===== src/spf_pkg.sv =====
// Function
// - Event code 0 counts every received read and write command, with the requester filter allowed and the region filter off.
// - Event codes 0, 2h and 3h add the transfer size split into chunks of the burst length programmed in control bits 10:8.
// - Event code 1h with the region filter off adds one for each ACTIVATE issued to a closed bank.
// - Event code 2h counts received read commands scaled by burst chunks, with both filters allowed.
// - Event code 3h counts received write commands scaled by burst chunks, with both filters allowed.
// - Event code 4h with both filters off adds one on every cycle that the command FIFO is full.
// - Event code 8h counts queued commands that needed a priority elevation, with both filters allowed.
// - The oldest queued command gets a priority raise once the starvation threshold of transfers has completed.
// - Event codes sit at bits 3:0 and 19:16, with the requester and region enables in bits 15:14 and 31:30.
// - With the region filter on, region select 0 keeps SDRAM accesses and 7h keeps controller register accesses.
// - With the requester filter on only accesses from the programmed 8-bit requester ID are counted.
package spf_pkg;
  // Register byte offsets
  localparam logic [7:0] ADDR_COUNT1 = 8'h00;
  localparam logic [7:0] ADDR_COUNT2 = 8'h04;
  localparam logic [7:0] ADDR_CONFIG = 8'h08;
  localparam logic [7:0] ADDR_SELECT = 8'h0C;
  localparam logic [7:0] ADDR_CTRL = 8'h10;
  // Config fields
  localparam int CODE1_LSB = 0;
  localparam int CODE2_LSB = 16;
  localparam int REGION_OFS = 14;
  localparam int REQ_OFS = 15;
  localparam logic [31:0] CONFIG_MASK = 32'hC00F_C00F;
  localparam logic [31:0] CONFIG_RESET = 32'h0001_0000;
  // Select fields
  localparam int RSEL1_LSB = 0;
  localparam int RSEL2_LSB = 16;
  localparam int RID1_LSB = 8;
  localparam int RID2_LSB = 24;
  localparam logic [31:0] SELECT_MASK = 32'hFF0F_FF0F;
  // Control fields: threshold 7:0, burst length log2 10:8
  localparam int THR_LSB = 0;
  localparam int BURST_LSB = 8;
  localparam logic [31:0] CTRL_MASK = 32'h0000_07FF;
  localparam logic [31:0] CTRL_RESET = 32'h0000_0210;
  // Event codes
  localparam logic [3:0] EV_RDWR = 4'h0;
  localparam logic [3:0] EV_ACT = 4'h1;
  localparam logic [3:0] EV_RD = 4'h2;
  localparam logic [3:0] EV_WR = 4'h3;
  localparam logic [3:0] EV_FULL = 4'h4;
  localparam logic [3:0] EV_PRIO = 4'h8;
  localparam logic [3:0] EV_BUSY = 4'h9;
  // Region select values
  localparam logic [3:0] RSEL_SDRAM = 4'h0;
  localparam logic [3:0] RSEL_REGS = 4'h7;
endpackage


===== src/spf_event_filter.sv =====
// The implementer's own choices: the APB interface to the registers and the register addresses.
module spf_event_filter (
  input wire logic clk, // Controller clock
  input wire logic rst_b, // Async reset, active low
  input wire logic ce, // Clock enable
  input wire logic psel, // APB select
  input wire logic penable, // APB enable
  input wire logic pwrite, // APB direction
  input wire logic [7:0] paddr, // APB byte address
  input wire logic [31:0] pwdata, // APB write data
  output logic [31:0] prdata, // APB read data
  output logic pready, // APB ready
  output logic pslverr, // APB error
  input wire logic cmdValid, // Command received pulse
  input wire logic cmdWrite, // Command is a write
  input wire logic cmdRegion, // Command targets controller registers
  input wire logic [7:0] cmdRequesterId, // Command master identifier
  input wire logic [7:0] cmdLen, // Transfer size in bytes
  input wire logic actIssue, // ACTIVATE issued pulse
  input wire logic [7:0] actRequesterId, // Master behind the ACTIVATE
  input wire logic fifoFull, // Command FIFO full
  input wire logic fifoNotEmpty, // Command FIFO holds a command
  input wire logic xferDone, // Transfer completed pulse
  input wire logic oldestRegion, // Oldest command targets registers
  input wire logic [7:0] oldestRequesterId, // Oldest command master
  output logic prioRaise // Oldest command priority raise pulse
);

  logic [31:0] count1_reg;
  logic [31:0] count2_reg;
  logic [31:0] config_reg;
  logic [31:0] select_reg;
  logic [31:0] ctrl_reg;
  logic [7:0] xferCount_reg;
  logic [7:0] xferCount_next;
  logic [8:0] chunks;
  logic [31:0] inc1;
  logic [31:0] inc2;
  logic apbAccess;
  logic apbWrite;
  logic thrHit;

  // Region filter match
  function automatic logic regionOk(input logic en, input logic [3:0] sel, input logic isReg);
    regionOk = !en || (sel == spf_pkg::RSEL_SDRAM && !isReg) || (sel == spf_pkg::RSEL_REGS && isReg);
  endfunction

  // Increment for one counter from its code and filters
  function automatic logic [31:0] countInc(input logic [3:0] code, input logic rEn, input logic iEn,
                                           input logic [3:0] rSel, input logic [7:0] rId);
    logic cmdOk;
    cmdOk = regionOk(rEn, rSel, cmdRegion) && (!iEn || cmdRequesterId == rId);
    countInc = 32'h0000_0000;
    case (code)
      spf_pkg::EV_RDWR: if (cmdValid && cmdOk && !rEn) countInc = {23'h0, chunks};
      spf_pkg::EV_ACT: if (actIssue && !rEn && (!iEn || actRequesterId == rId)) countInc = 32'h0000_0001;
      spf_pkg::EV_RD: if (cmdValid && !cmdWrite && cmdOk) countInc = {23'h0, chunks};
      spf_pkg::EV_WR: if (cmdValid && cmdWrite && cmdOk) countInc = {23'h0, chunks};
      spf_pkg::EV_FULL: if (fifoFull && !rEn && !iEn) countInc = 32'h0000_0001;
      spf_pkg::EV_PRIO:
        if (prioRaise && regionOk(rEn, rSel, oldestRegion) && (!iEn || oldestRequesterId == rId))
          countInc = 32'h0000_0001;
      spf_pkg::EV_BUSY: if (fifoNotEmpty && !rEn && !iEn) countInc = 32'h0000_0001;
      default: countInc = 32'h0000_0000;
    endcase
  endfunction

  // Burst chunks, rounding a partial chunk up
  always_comb
  begin
    chunks = ({1'b0, cmdLen} + ((9'h001 << ctrl_reg[spf_pkg::BURST_LSB +: 3]) - 9'h001))
             >> ctrl_reg[spf_pkg::BURST_LSB +: 3];
  end

  // Per-counter increments from the config fields
  always_comb
  begin
    inc1 = countInc(config_reg[spf_pkg::CODE1_LSB +: 4], config_reg[spf_pkg::REGION_OFS],
                    config_reg[spf_pkg::REQ_OFS], select_reg[spf_pkg::RSEL1_LSB +: 4],
                    select_reg[spf_pkg::RID1_LSB +: 8]);
    inc2 = countInc(config_reg[spf_pkg::CODE2_LSB +: 4], config_reg[spf_pkg::REGION_OFS + 16],
                    config_reg[spf_pkg::REQ_OFS + 16], select_reg[spf_pkg::RSEL2_LSB +: 4],
                    select_reg[spf_pkg::RID2_LSB +: 8]);
  end

  assign apbAccess = psel && penable && pready;
  assign apbWrite = apbAccess && pwrite;

  // APB handshake, one wait state
  always_ff @(posedge clk or negedge rst_b)
  begin
    if (!rst_b)
    begin
      pready <= 1'b0;
      pslverr <= 1'b0;
      prdata <= 32'h0000_0000;
    end
    else if (ce)
    begin
      pready <= psel && penable && !pready;
      pslverr <= 1'b0;
      prdata <= 32'h0000_0000;
      if (psel && penable && !pready)
      begin
        case (paddr)
          spf_pkg::ADDR_COUNT1: prdata <= count1_reg;
          spf_pkg::ADDR_COUNT2: prdata <= count2_reg;
          spf_pkg::ADDR_CONFIG: prdata <= config_reg;
          spf_pkg::ADDR_SELECT: prdata <= select_reg;
          spf_pkg::ADDR_CTRL: prdata <= ctrl_reg;
          default: pslverr <= 1'b1;
        endcase
      end
    end
  end

  // Selection registers
  always_ff @(posedge clk or negedge rst_b)
  begin
    if (!rst_b)
    begin
      config_reg <= spf_pkg::CONFIG_RESET;
      select_reg <= 32'h0000_0000;
      ctrl_reg <= spf_pkg::CTRL_RESET;
    end
    else if (ce && apbWrite)
    begin
      if (paddr == spf_pkg::ADDR_CONFIG) config_reg <= pwdata & spf_pkg::CONFIG_MASK;
      if (paddr == spf_pkg::ADDR_SELECT) select_reg <= pwdata & spf_pkg::SELECT_MASK;
      if (paddr == spf_pkg::ADDR_CTRL) ctrl_reg <= pwdata & spf_pkg::CTRL_MASK;
    end
  end

  // Counters, a software write preloads
  always_ff @(posedge clk or negedge rst_b)
  begin
    if (!rst_b)
    begin
      count1_reg <= 32'h0000_0000;
      count2_reg <= 32'h0000_0000;
    end
    else if (ce)
    begin
      count1_reg <= (apbWrite && paddr == spf_pkg::ADDR_COUNT1) ? pwdata : count1_reg + inc1;
      count2_reg <= (apbWrite && paddr == spf_pkg::ADDR_COUNT2) ? pwdata : count2_reg + inc2;
    end
  end

  // Threshold reached, nine bits so a saturated count cannot wrap
  always_comb
  begin
    thrHit = ({1'b0, xferCount_reg} + 9'h001) >= {1'b0, ctrl_reg[spf_pkg::THR_LSB +: 8]};
  end

  // Completed transfers since the last raise
  always_comb
  begin
    xferCount_next = xferCount_reg;
    if (xferDone && thrHit && fifoNotEmpty)
      xferCount_next = 8'h00;
    else if (xferDone && xferCount_reg != 8'hFF)
      xferCount_next = xferCount_reg + 8'h01;
  end

  // Starvation priority raise
  always_ff @(posedge clk or negedge rst_b)
  begin
    if (!rst_b)
    begin
      xferCount_reg <= 8'h00;
      prioRaise <= 1'b0;
    end
    else if (ce)
    begin
      xferCount_reg <= xferCount_next;
      prioRaise <= xferDone && fifoNotEmpty && thrHit;
    end
  end
endmodule


===== config.mk =====
export PLATFORM = sky130hd
export DESIGN_NAME = spf_event_filter
export DESIGN_NICKNAME = d
export VERILOG_FILES = /design/src/spf_pkg.sv /design/src/spf_event_filter.sv
export SDC_FILE = /design/constraint.sdc
export NUM_CORES = 1
export LEC_CHECK = 0
export ABC_CLOCK_PERIOD_IN_PS = 9300
export BUFFER_PORTS_ARGS = -buffer_cell sky130_fd_sc_hd__buf_2
export CAP_MARGIN = 20
export CORE_MARGIN = 1
export CORE_UTILIZATION = 30
export DETAILED_ROUTE_END_ITERATION = 6
export GPL_TIMING_DRIVEN = 0
export SYNTH_ARGS = -nofsm -noshare
export SYNTH_HDL_FRONTEND = slang
export SYNTH_SLANG_ARGS = --single-unit

===== constraint.sdc =====
create_clock -name clk -period 9.3 [get_ports clk]
set_input_delay 1.86 -clock clk [delete_from_list [all_inputs] [get_ports clk]]
set_output_delay 1.86 -clock clk [all_outputs]
set_load 0.05 [all_outputs]

==> impl_results.md, run 1 <==
* #FFs+latches synth at between 150 and 200
* Grt peak-use layer: met2
* Synth Cell Area at ~11000 um^2
* Final period util at 0.771
* Post-Syn Nets at 1364
* WS Path Type: input pin to flip-flop
* CP arrival at roughly 7500 ps
* GR Util met1 at 0.314
* Root Buffer Master: clkbuf_16
* CTS tree: done
* Yosys cell types at 80
* Clock buffer depth at 2
* Place WS at 1810 ps
* Die width at ~190 um
* CP max FO at 9
* Core Region at between 30000 and 40000 um^2
* Startpoint types: input pin
* Leak Pwr at 5.57 nW
* Register area share after synthesis at 0.349
* Final #Nets at approximately 1500
* Ys async rst share at 1.00
* DRC at 0
* Final Hold Vio Count at 0
* Drt wl/cell at roughly 23 um
* Req. time, crit path at 9600 ps
* Post-layout minimum cycle time at just over 7000 ps
* Int Pwr at ~0.0014 W
* Setup crit end kind: flip-flop
* GR Overflow Total at 0
* Clock Pin Slew Worst Setup and Hold Paths at about 70 ps
* RSZ-0062 raised after global routing: no
* Worst-Margin Slew at 1040 ps
* 1st-pass router iterations at 7
* Post-CTS Hold Buffers at 0
* First-pass GRT wire length at around 65 mm
* Largest net degree at the start of global routing at approximately 110
* Non-Filler Instances at 1847
* Layout cells sized above 1 at 0.173
* Cts bufs inserted at 17
* Die ar. at 37700 um^2
* # IOs at around 120
* Hold Path Class: flip-flop to flip-flop
* Sequential share of power at 0.377
* GRT Util Overall at 0.227
* Power Total at approximately 0.0021 W
* Worst slew margin at 0.304
* Clock Sink Count at 154
* Switching power at 0.000771 W
* Switching Fraction at 0.359
* Initial antenna violation count at 2
* DR iter-0 viols at roughly 1200
* Most common cell after layout, fill and taps aside: dfrtp_1
* Met3 Resource Use GR at 0.0497
* H-tree depth at 4
* Max Slew Vio Count at 0
* Post-synth EDFFs at 0
* Status: complete, no violations
* Detailed Place HPWL at 32.8 mm
* Setup TNS at 0 ps
* Final ANT Viol Nets at 0
* Synthesis-to-layout area growth at 16.4%
* Pwr/cell area at ~170 nW/um^2
* Rows at roughly 70
* Vias at about 11000
* Commonest cells after routing, fill and taps aside: dfrtp_1, buf_2, nand2_1
* Die Y at slightly below 200 um
* PortBufs at around 120
* # Max-Cap Violations at 0
* Final WL at about 43 mm
* Number of global-route vias before repair at 10360
* Max rail drop VDD at 0.107 mV
* Final Setup Violations at 0
* Yosys warnings at 0
* Mapped Cells at 1233
* Clk_skew at roughly 14 ps
* Vias per Instance at between 5 and 6
* Clock Latency Late Sink at 450 ps
* Clk pwr share at 0.346
* Hold WS at between 400 and 500 ps
* Fmax at 140 MHz
* Initial core utilization at 0.308
* Syn Area/Cell at around 9.0 um^2
* Top_reg_cell synth: dfrtp_1
* M2 GR Usage at 0.341
* Post-CTS Setup Inserts at 0
* Placed cell count at 1813
* PnR worst setup slack at about 2100 ps
* RePlAce Congestion at roughly 0.9
* Logic pwr share at 0.276
* Post-CTS Resized at 0
## area by class of cell
type	instances	area, um^2
fill	3761	23000
multi-input combinational	946	6680
sequential	154	3860
timing repair buffer	119	628
tap	461	577
clock buffer	17	425
buffer	75	310
inverter	58	218
clock inverter	15	183
antenna	2	5.00
## synthesized netlist by cell type, drive strengths merged, types with 7 or more instances
master,count,area (um^2)
and2,7,43.8
and3,26,163
a31oi,14,87.6
a32o,8,80.1
mux4,8,180
a21o,13,97.6
ha,42,526
o21ai,63,315
a211o,8,70.1
nand4,32,200
o2bb2ai,27,236
nand3,50,255
o2111ai,8,70.1
nor4,10,83.8
o311ai,7,61.3
xnor2,56,490
o211ai,20,150
a21oi,86,430
nor2b,15,93.8
nand2,89,337
or4,7,56.3
buf,20,104
nor2,77,289
clkbuf,55,206
o22ai,22,138
mux2,39,477
a221oi,8,70.1
a22oi,9,67.6
dfrtp,151,3780
a211oi,13,103
o21a,11,82.6
mux2i,19,190
or3,12,75.1
xor2,8,70.1
inv,57,214
nor3,27,169
a2bb2oi,16,140
## metal layers
metal / share of wire / routed length [um]
met1: 0.44 / 19100
met2: 0.44 / 19000
met3: 0.086 / 3720
met4: 0.037 / 1600
met5: 0 / 0
## worst max-delay path: stages
cell       delay [ps]
buf_2              80
inv_1              40
ha_1              260
inv_1              30
ha_1              230
fa_1              420
a211oi_1          450
nor2_1            130
o32ai_1           510
a211oi_1          240
o221ai_1          310
ha_1              260
inv_1              70
fa_1              370
nor2b_1           160
o21ai_0           120
a21oi_1           730
o21ai_0           510
o311ai_0          520
o2111ai_1         160
## power by group through the flow
stage | logic (W) | clock network [W] | registers (W)
2_1_floorplan | 0.000413 | 0 | 0.000796
3_3_place_gp | 0.000570 | 0 | 0.000816
3_5_place_dp | 0.000581 | 0 | 0.000818
4_1_cts | 0.000583 | 0.000752 | 0.000805
5_1_grt | 0.000652 | 0.000779 | 0.000816
6_report | 0.000593 | 0.000743 | 0.000809
## final timing paths
| check | start | to | slack, ps | cells past startpoint |
|---|---|---|---|---|
| min reg2reg | prdata[18] | prdata[18] | 490 | 1 |
| max in group asynchronous | rst_b | select_reg[13] | 7100 | 2 |
| min | prdata[18] | prdata[18] | 490 | 1 |
| min in group asynchronous | rst_b | xferCount_reg[2] | 1300 | 1 |
| max | cmdLen[1] | count1_reg[20] | 2130 | 20 |
| max reg2reg | ctrl_reg[8] | count1_reg[20] | 2380 | 21 |
## kinds of logic after synthesis
group / count (synthesis) / synth area share
buffers and inverters: 133 / 0.0477
XOR/XNOR: 64 / 0.0507
AO/OA/AOI/OAI: 389 / 0.243
AND/OR/NAND/NOR: 382 / 0.180
flip-flops: 154 / 0.349
multiplexers: 66 / 0.0765
adder cells (fa/ha/maj): 45 / 0.0529
## stage by stage
| stage | cell area, um^2 | util |
|---|---|---|
| CTS | 12900 | 0.359 |
| floorplan | 11100 | - |
| finish | 12900 | 0.359 |
| global placement | 12200 | 0.340 |
| detailed placement | 12300 | 0.342 |
| global route | 12900 | 0.359 |
(Power assumes the default switching activity.)
==> inputs of run 2 (changes only) <==
ABC_CLOCK_PERIOD_IN_PS = 6900   (was 9300)
clock period = 6.9 ns   (was 9.3 ns; I/O delays follow)
==> impl_results.md, run 2 (synthesis gave the netlist of run 1 again) <==
* Top routing layer used: met4
* Setup TNS at 0 ps (unchanged)
* Core Region at 35900 um^2 (unchanged)
* Clock buffer depth at 2 (unchanged)
* M1 wire length at 19.2 mm (+0.61%)
* Die Y at 194 um (unchanged)
* Hold Path Class: flip-flop to flip-flop
* Worst slew margin at 0.337 (+0.0335)
* CP arrival at 6690 ps (-770 ps)
* Clock Sink Count at 154 (unchanged)
* Vias per Instance at 5.94 (-0.65%)
* Die width at 194 um (unchanged)
* Fill cells at 3757 (-0.11%)
* Final period util at 0.925
* Req. time, crit path at 7210 ps (-2390 ps)
* Pwr/cell area at 225 nW/um^2 (+35%)
* Post-CTS Setup Inserts at 0 (unchanged)
* Clk pwr share at 0.346 (about the same)
* GRT Util Overall at 0.227 (unchanged)
* Rows at 69 (unchanged)
* Initial core utilization at 0.308 (unchanged)
* Synthesis-to-layout area growth at 16.5% (about the same)
* Setup crit end kind: flip-flop
* Largest net degree at the start of global routing at 109 (unchanged)
* # Max-Cap Violations at 0 (unchanged)
* WS Path Type: flip-flop to flip-flop
* CP max FO at 12 (+3)
* GR Overflow Total at 0 (unchanged)
* Detailed Place HPWL at 32.8 mm (unchanged)
* PortBufs at 117 (unchanged)
* RePlAce Congestion at 0.927 (unchanged)
* Int Pwr at 0.00185 W (+35%)
* Final core area utilization at 0.359 (about the same)
* RSZ-0062 raised after global routing: no
* Post-layout minimum cycle time at between 6000 and 7000 ps
* H-tree depth at 4 (unchanged)
* PnR worst setup slack at 516 ps (-1620 ps)
* Logic pwr share at 0.277 (about the same)
* Number of global-route vias before repair at 10360 (unchanged)
* Cts bufs inserted at 17 (unchanged)
* Post-CTS Hold Buffers at 0 (unchanged)
* Met2 WL post-DR at 18.8 mm (-1.2%)
* Placement Cell Area at 12300 um^2 (unchanged)
* Switching Fraction at 0.360 (+0.000832)
* Startpoint types: flip-flop
* Layout cells sized above 1 at 0.175 (+0.00242)
* Initial antenna violation count at 2 (unchanged)
* First-pass GRT wire length at 65.0 mm (unchanged)
* Final #Nets at 1500 (-0.13%)
* Clk_skew at 11.7 ps (-1.93 ps)
* Clock Latency Late Sink at 450 ps (about the same)
* Worst-Margin Slew at 994 ps (-50.2 ps)
* Non-Filler Instances at 1845 (-0.11%)
* Metal3 WL at 3.64 mm (-2.2%)
* Drt wl/cell at 23.5 um (about the same)
* Commonest cells after routing, fill and taps aside: dfrtp_1, buf_2, nand2_1
* Status: complete, no violations
* Final ANT Viol Nets at 0 (unchanged)
* Vias at 10952 (-0.76%)
* Placed cell count at 1813 (unchanged)
* Place WS at -114 ps (-1920 ps)
* Max rail drop VDD at 0.148 mV (+39%)
* Switching power at 0.00104 W (+35%)
* Design area at 12900 um^2 (about the same)
* Leak Pwr at 5.56 nW (about the same)
* Sequential share of power at 0.377 (about the same)
* Final WL at 43.3 mm (-0.15%)
* Die ar. at 37700 um^2 (unchanged)
* 1st-pass router iterations at 6 (-1)
* Clock Pin Slew Worst Setup and Hold Paths at 80 ps (about the same)
* # IOs at 121 (unchanged)
* Max Slew Vio Count at 0 (unchanged)
* DR iter-0 viols at 1133 (-8.1%)
* Root Buffer Master: clkbuf_16
* Final Setup Violations at 0 (unchanged)
* CTS tree: done
* Final Hold Vio Count at 0 (unchanged)
* Fmax at 157 MHz
* DRC at 0 (unchanged)
* Most common cell after layout, fill and taps aside: dfrtp_1
[run 2: stage by stage]
stage	hold WS, ps	power (W)
after floorplan	484	0.00163
after global placement	469	0.00187
after detailed placement	472	0.00189
after CTS	491	0.00288
after global routing	504	0.00304
final	490	0.00290
[run 2: power groups by stage]
stage / registers [W] / logic [W] / clock network (W)
finish: 0.00109 / 0.000803 / 0.00100
global route: 0.00110 / 0.000886 / 0.00105
CTS: 0.00108 / 0.000786 / 0.00101
detailed placement: 0.00110 / 0.000783 / 0
global placement: 0.00110 / 0.000768 / 0
floorplan: 0.00107 / 0.000557 / 0
[run 2: routing by layer]
metal	up-vias	global-route usage
met3	110	0.0497
met5	-	0
li1	4948	-
met1	5326	0.314
met2	568	0.341
met4	0	0.0944
[run 2: final timing paths]
path	depth (start not counted)	end	startpoint	slack, ps
min reg2reg	1	prdata[18]	prdata[18]	490
min	1	prdata[18]	prdata[18]	490
max	20	count1_reg[20]	ctrl_reg[9]	520
max in group asynchronous	2	select_reg[13]	rst_b	5200
min in group asynchronous	1	xferCount_reg[2]	rst_b	820
max reg2reg	20	count1_reg[20]	ctrl_reg[9]	520
[run 2: repair_timing]
item                                    in CTS  in global routing
hold endpoints to repair                     0                  0
gates resized for setup                      0                  5
endpoints found under the setup margin       0                 18
[run 2: layout make-up]
type / count / area [um^2] / area share
clock buffer: 17 / 425 / 0.0330
tap: 461 / 577 / 0.0447
clock inverter: 15 / 183 / 0.0142
inverter: 58 / 221 / 0.0172
buffer: 73 / 304 / 0.0236
multi-input combinational: 946 / 6690 / 0.519
timing repair buffer: 119 / 628 / 0.0487
sequential: 154 / 3860 / 0.299
antenna: 2 / 5.00 / 0.000388
[run 2: critical path, cell delays in order, from the launching register on]
cell and delay [ps]:
dfstp_2 680, inv_1 170, nor2_1 250, nand2_1 110
ha_1 280, inv_1 60, fa_1 460, a211oi_1 450
nor2_1 130, o32ai_1 470, a211oi_1 230, o221ai_1 300
ha_1 260, inv_1 70, fa_1 380, nor2b_1 170
o21ai_0 150, a21oi_2 490, o21ai_0 440, o311ai_0 510
o2111ai_1 160
==> inputs of run 3 (changes only) <==
CORE_UTILIZATION = 45   (was 30)
SLEW_MARGIN = 25   (was not set)
==> impl_results.md, run 3 (synthesis gave the netlist of run 1 again) <==
* Initial antenna violation count at 0 (-2)
* Number of global-route vias before repair at 10123 (-2.3%)
* Max Slew Vio Count at 0 (unchanged)
* Worst-Margin Slew at 1020 ps (+27.6 ps)
* Status: complete, no violations
* Final period util at 0.942 (+0.0173)
* CP max FO at 10 (-2)
* WS Path Type: flip-flop to flip-flop
* Hold WS at 483 ps (-6.22 ps)
* Vias per Instance at 6.38 (+7.4%)
* Leak Pwr at 5.56 nW (about the same)
* RePlAce Congestion at 0.981 (+5.8%)
* DR iter-0 viols at 1287 (+14%)
* Post-layout minimum cycle time at 6500 ps (+119 ps)
* Clk_skew at 12.8 ps (+1.07 ps)
* Vias at 10884 (-0.62%)
* Flop2flop setup slack at 400 ps (-120 ps)
* DRC at 0 (unchanged)
* Most common cell after layout, fill and taps aside: dfrtp_1
* Multi-input logic area at 6690 um^2 (about the same)
* Cts bufs inserted at 17 (unchanged)
* Final Hold Vio Count at 0 (unchanged)
* Detailed Place HPWL at 31.2 mm (-5.0%)
* GRT Util Overall at 0.330 (+0.102)
* Pwr/cell area at 225 nW/um^2 (about the same)
* Final WL at 41.4 mm (-4.4%)
* Hold Path Class: flip-flop to flip-flop
* Final #Nets at 1501 (+0.067%)
* Max rail drop VDD at 0.144 mV (-2.7%)
* CP arrival at 6800 ps (+110 ps)
* Die Y at 159 um (-18%)
* Final core area utilization at 0.524 (+0.165)
* # Max-Cap Violations at 0 (unchanged)
* Rows at 57 (-17%)
* # IOs at 121 (unchanged)
* Root Buffer Master: clkbuf_16
* Largest net degree at the start of global routing at 65 (-40%)
* H-tree depth at 4 (unchanged)
* Fill cells at 2323 (-38%)
* Initial core utilization at 0.456 (+0.148)
* Commonest cells after routing, fill and taps aside: dfrtp_1, buf_2, nand2_1
* Final Setup Violations at 0 (unchanged)
* PnR worst setup slack at 397 ps (-119 ps)
* Clock buffer depth at 2 (unchanged)
* Core Region at 24200 um^2 (-32%)
* PortBufs at 117 (unchanged)
* Die ar. at 25200 um^2 (-33%)
* Place WS at -189 ps (-75.4 ps)
* Register area at 3860 um^2 (unchanged)
* Fmax at 154 MHz (-1.8%)
* GR Overflow Total at 0 (unchanged)
* Ant diodes at 0 (-2)
* Worst slew margin at 0.319 (-0.0184)
* CTS tree: done
* Clock Sink Count at 154 (unchanged)
* Clock Pin Slew Worst Setup and Hold Paths at 60 ps (-20 ps)
* Drt wl/cell at 24.3 um (+3.3%)
* Design area at 12700 um^2 (-1.4%)
* 1st-pass router iterations at 6 (unchanged)
* Final ANT Viol Nets at 0 (unchanged)
* Req. time, crit path at 7190 ps (-20 ps)
* Setup crit end kind: flip-flop
* Layout cells sized above 1 at 0.175 (about the same)
* Placement Cell Area at 12100 um^2 (-1.2%)
* Clock Latency Late Sink at 450 ps (about the same)
* Die width at 159 um (-18%)
* Startpoint types: flip-flop
* First-pass GRT wire length at 62.6 mm (-3.6%)
* Synthesis-to-layout area growth at 14.9%
[run 3: worst max-delay path, cell delays in order (launching register included)]
cell and delay [ps]:
dfrtp_1 320, clkbuf_1 350, clkinv_1 370, nand2_1 230, ha_1 160, inv_1 40
ha_1 210, fa_1 420, a211oi_1 470, nor2_1 140, o32ai_1 530, a211oi_1 220
o22ai_1 290, ha_1 230, inv_1 50, fa_1 400, nor2b_1 170, o21ai_0 170
a211oi_2 590, o21ai_1 410, o311ai_0 430, o211ai_1 130
[run 3: layout make-up]
cell class | instances | share of cell area
sequential | 154 | 0.303
inverter | 58 | 0.0171
tap | 324 | 0.0319
multi-input combinational | 946 | 0.526
timing repair buffer | 119 | 0.0512
buffer | 74 | 0.0242
clock buffer | 19 | 0.0356
clock inverter | 13 | 0.0103
[run 3: path summary, 6_finish.rpt]
kind	start	to	cells after the start
worst min register to register	prdata[13]	prdata[13]	1
max in group asynchronous	rst_b	config_reg[16]	2
worst max register to register	ctrl_reg[8]	count2_reg[14]	21
min in group asynchronous	rst_b	prdata[0]	1
worst max-delay path	ctrl_reg[8]	count2_reg[14]	21
worst min-delay path	prdata[13]	prdata[13]	1
[run 3: where the power goes]
group / total (W) / switching, W / leakage, nW / internal [W]
Clock: 0.000970 / 0.000444 / 0.284 / 0.000526
Combinational: 0.000797 / 0.000480 / 3.32 / 0.000316
Sequential: 0.00109 / 0.000100 / 1.96 / 0.000989
[run 3: metrics by stage]
step           instances  setup TNS, ps  power, W
6_report            1707              0   0.00286
5_1_grt             1707          -37.1   0.00299
4_1_cts             1708              0   0.00284
3_5_place_dp        1676          -1420   0.00188
3_3_place_gp        1674           -885   0.00187
2_1_floorplan       1233              0   0.00163
[run 3: timing repair]
action	in CTS	in global routing
endpoints found under the setup margin	0	21
setup buffers	0	0
hold buffers	0	0
resized for setup	0	4
hold endpoints to repair	0	0
[run 3: routing by layer]
layer  wire (um)  vias to the layer above  GRT usage
met2       18000                      553      0.492
met1       18800                     5295      0.487
met3        3630                       94     0.0520
met5           0                        -          0
li1            -                     4942          -
met4        1080                        0      0.102
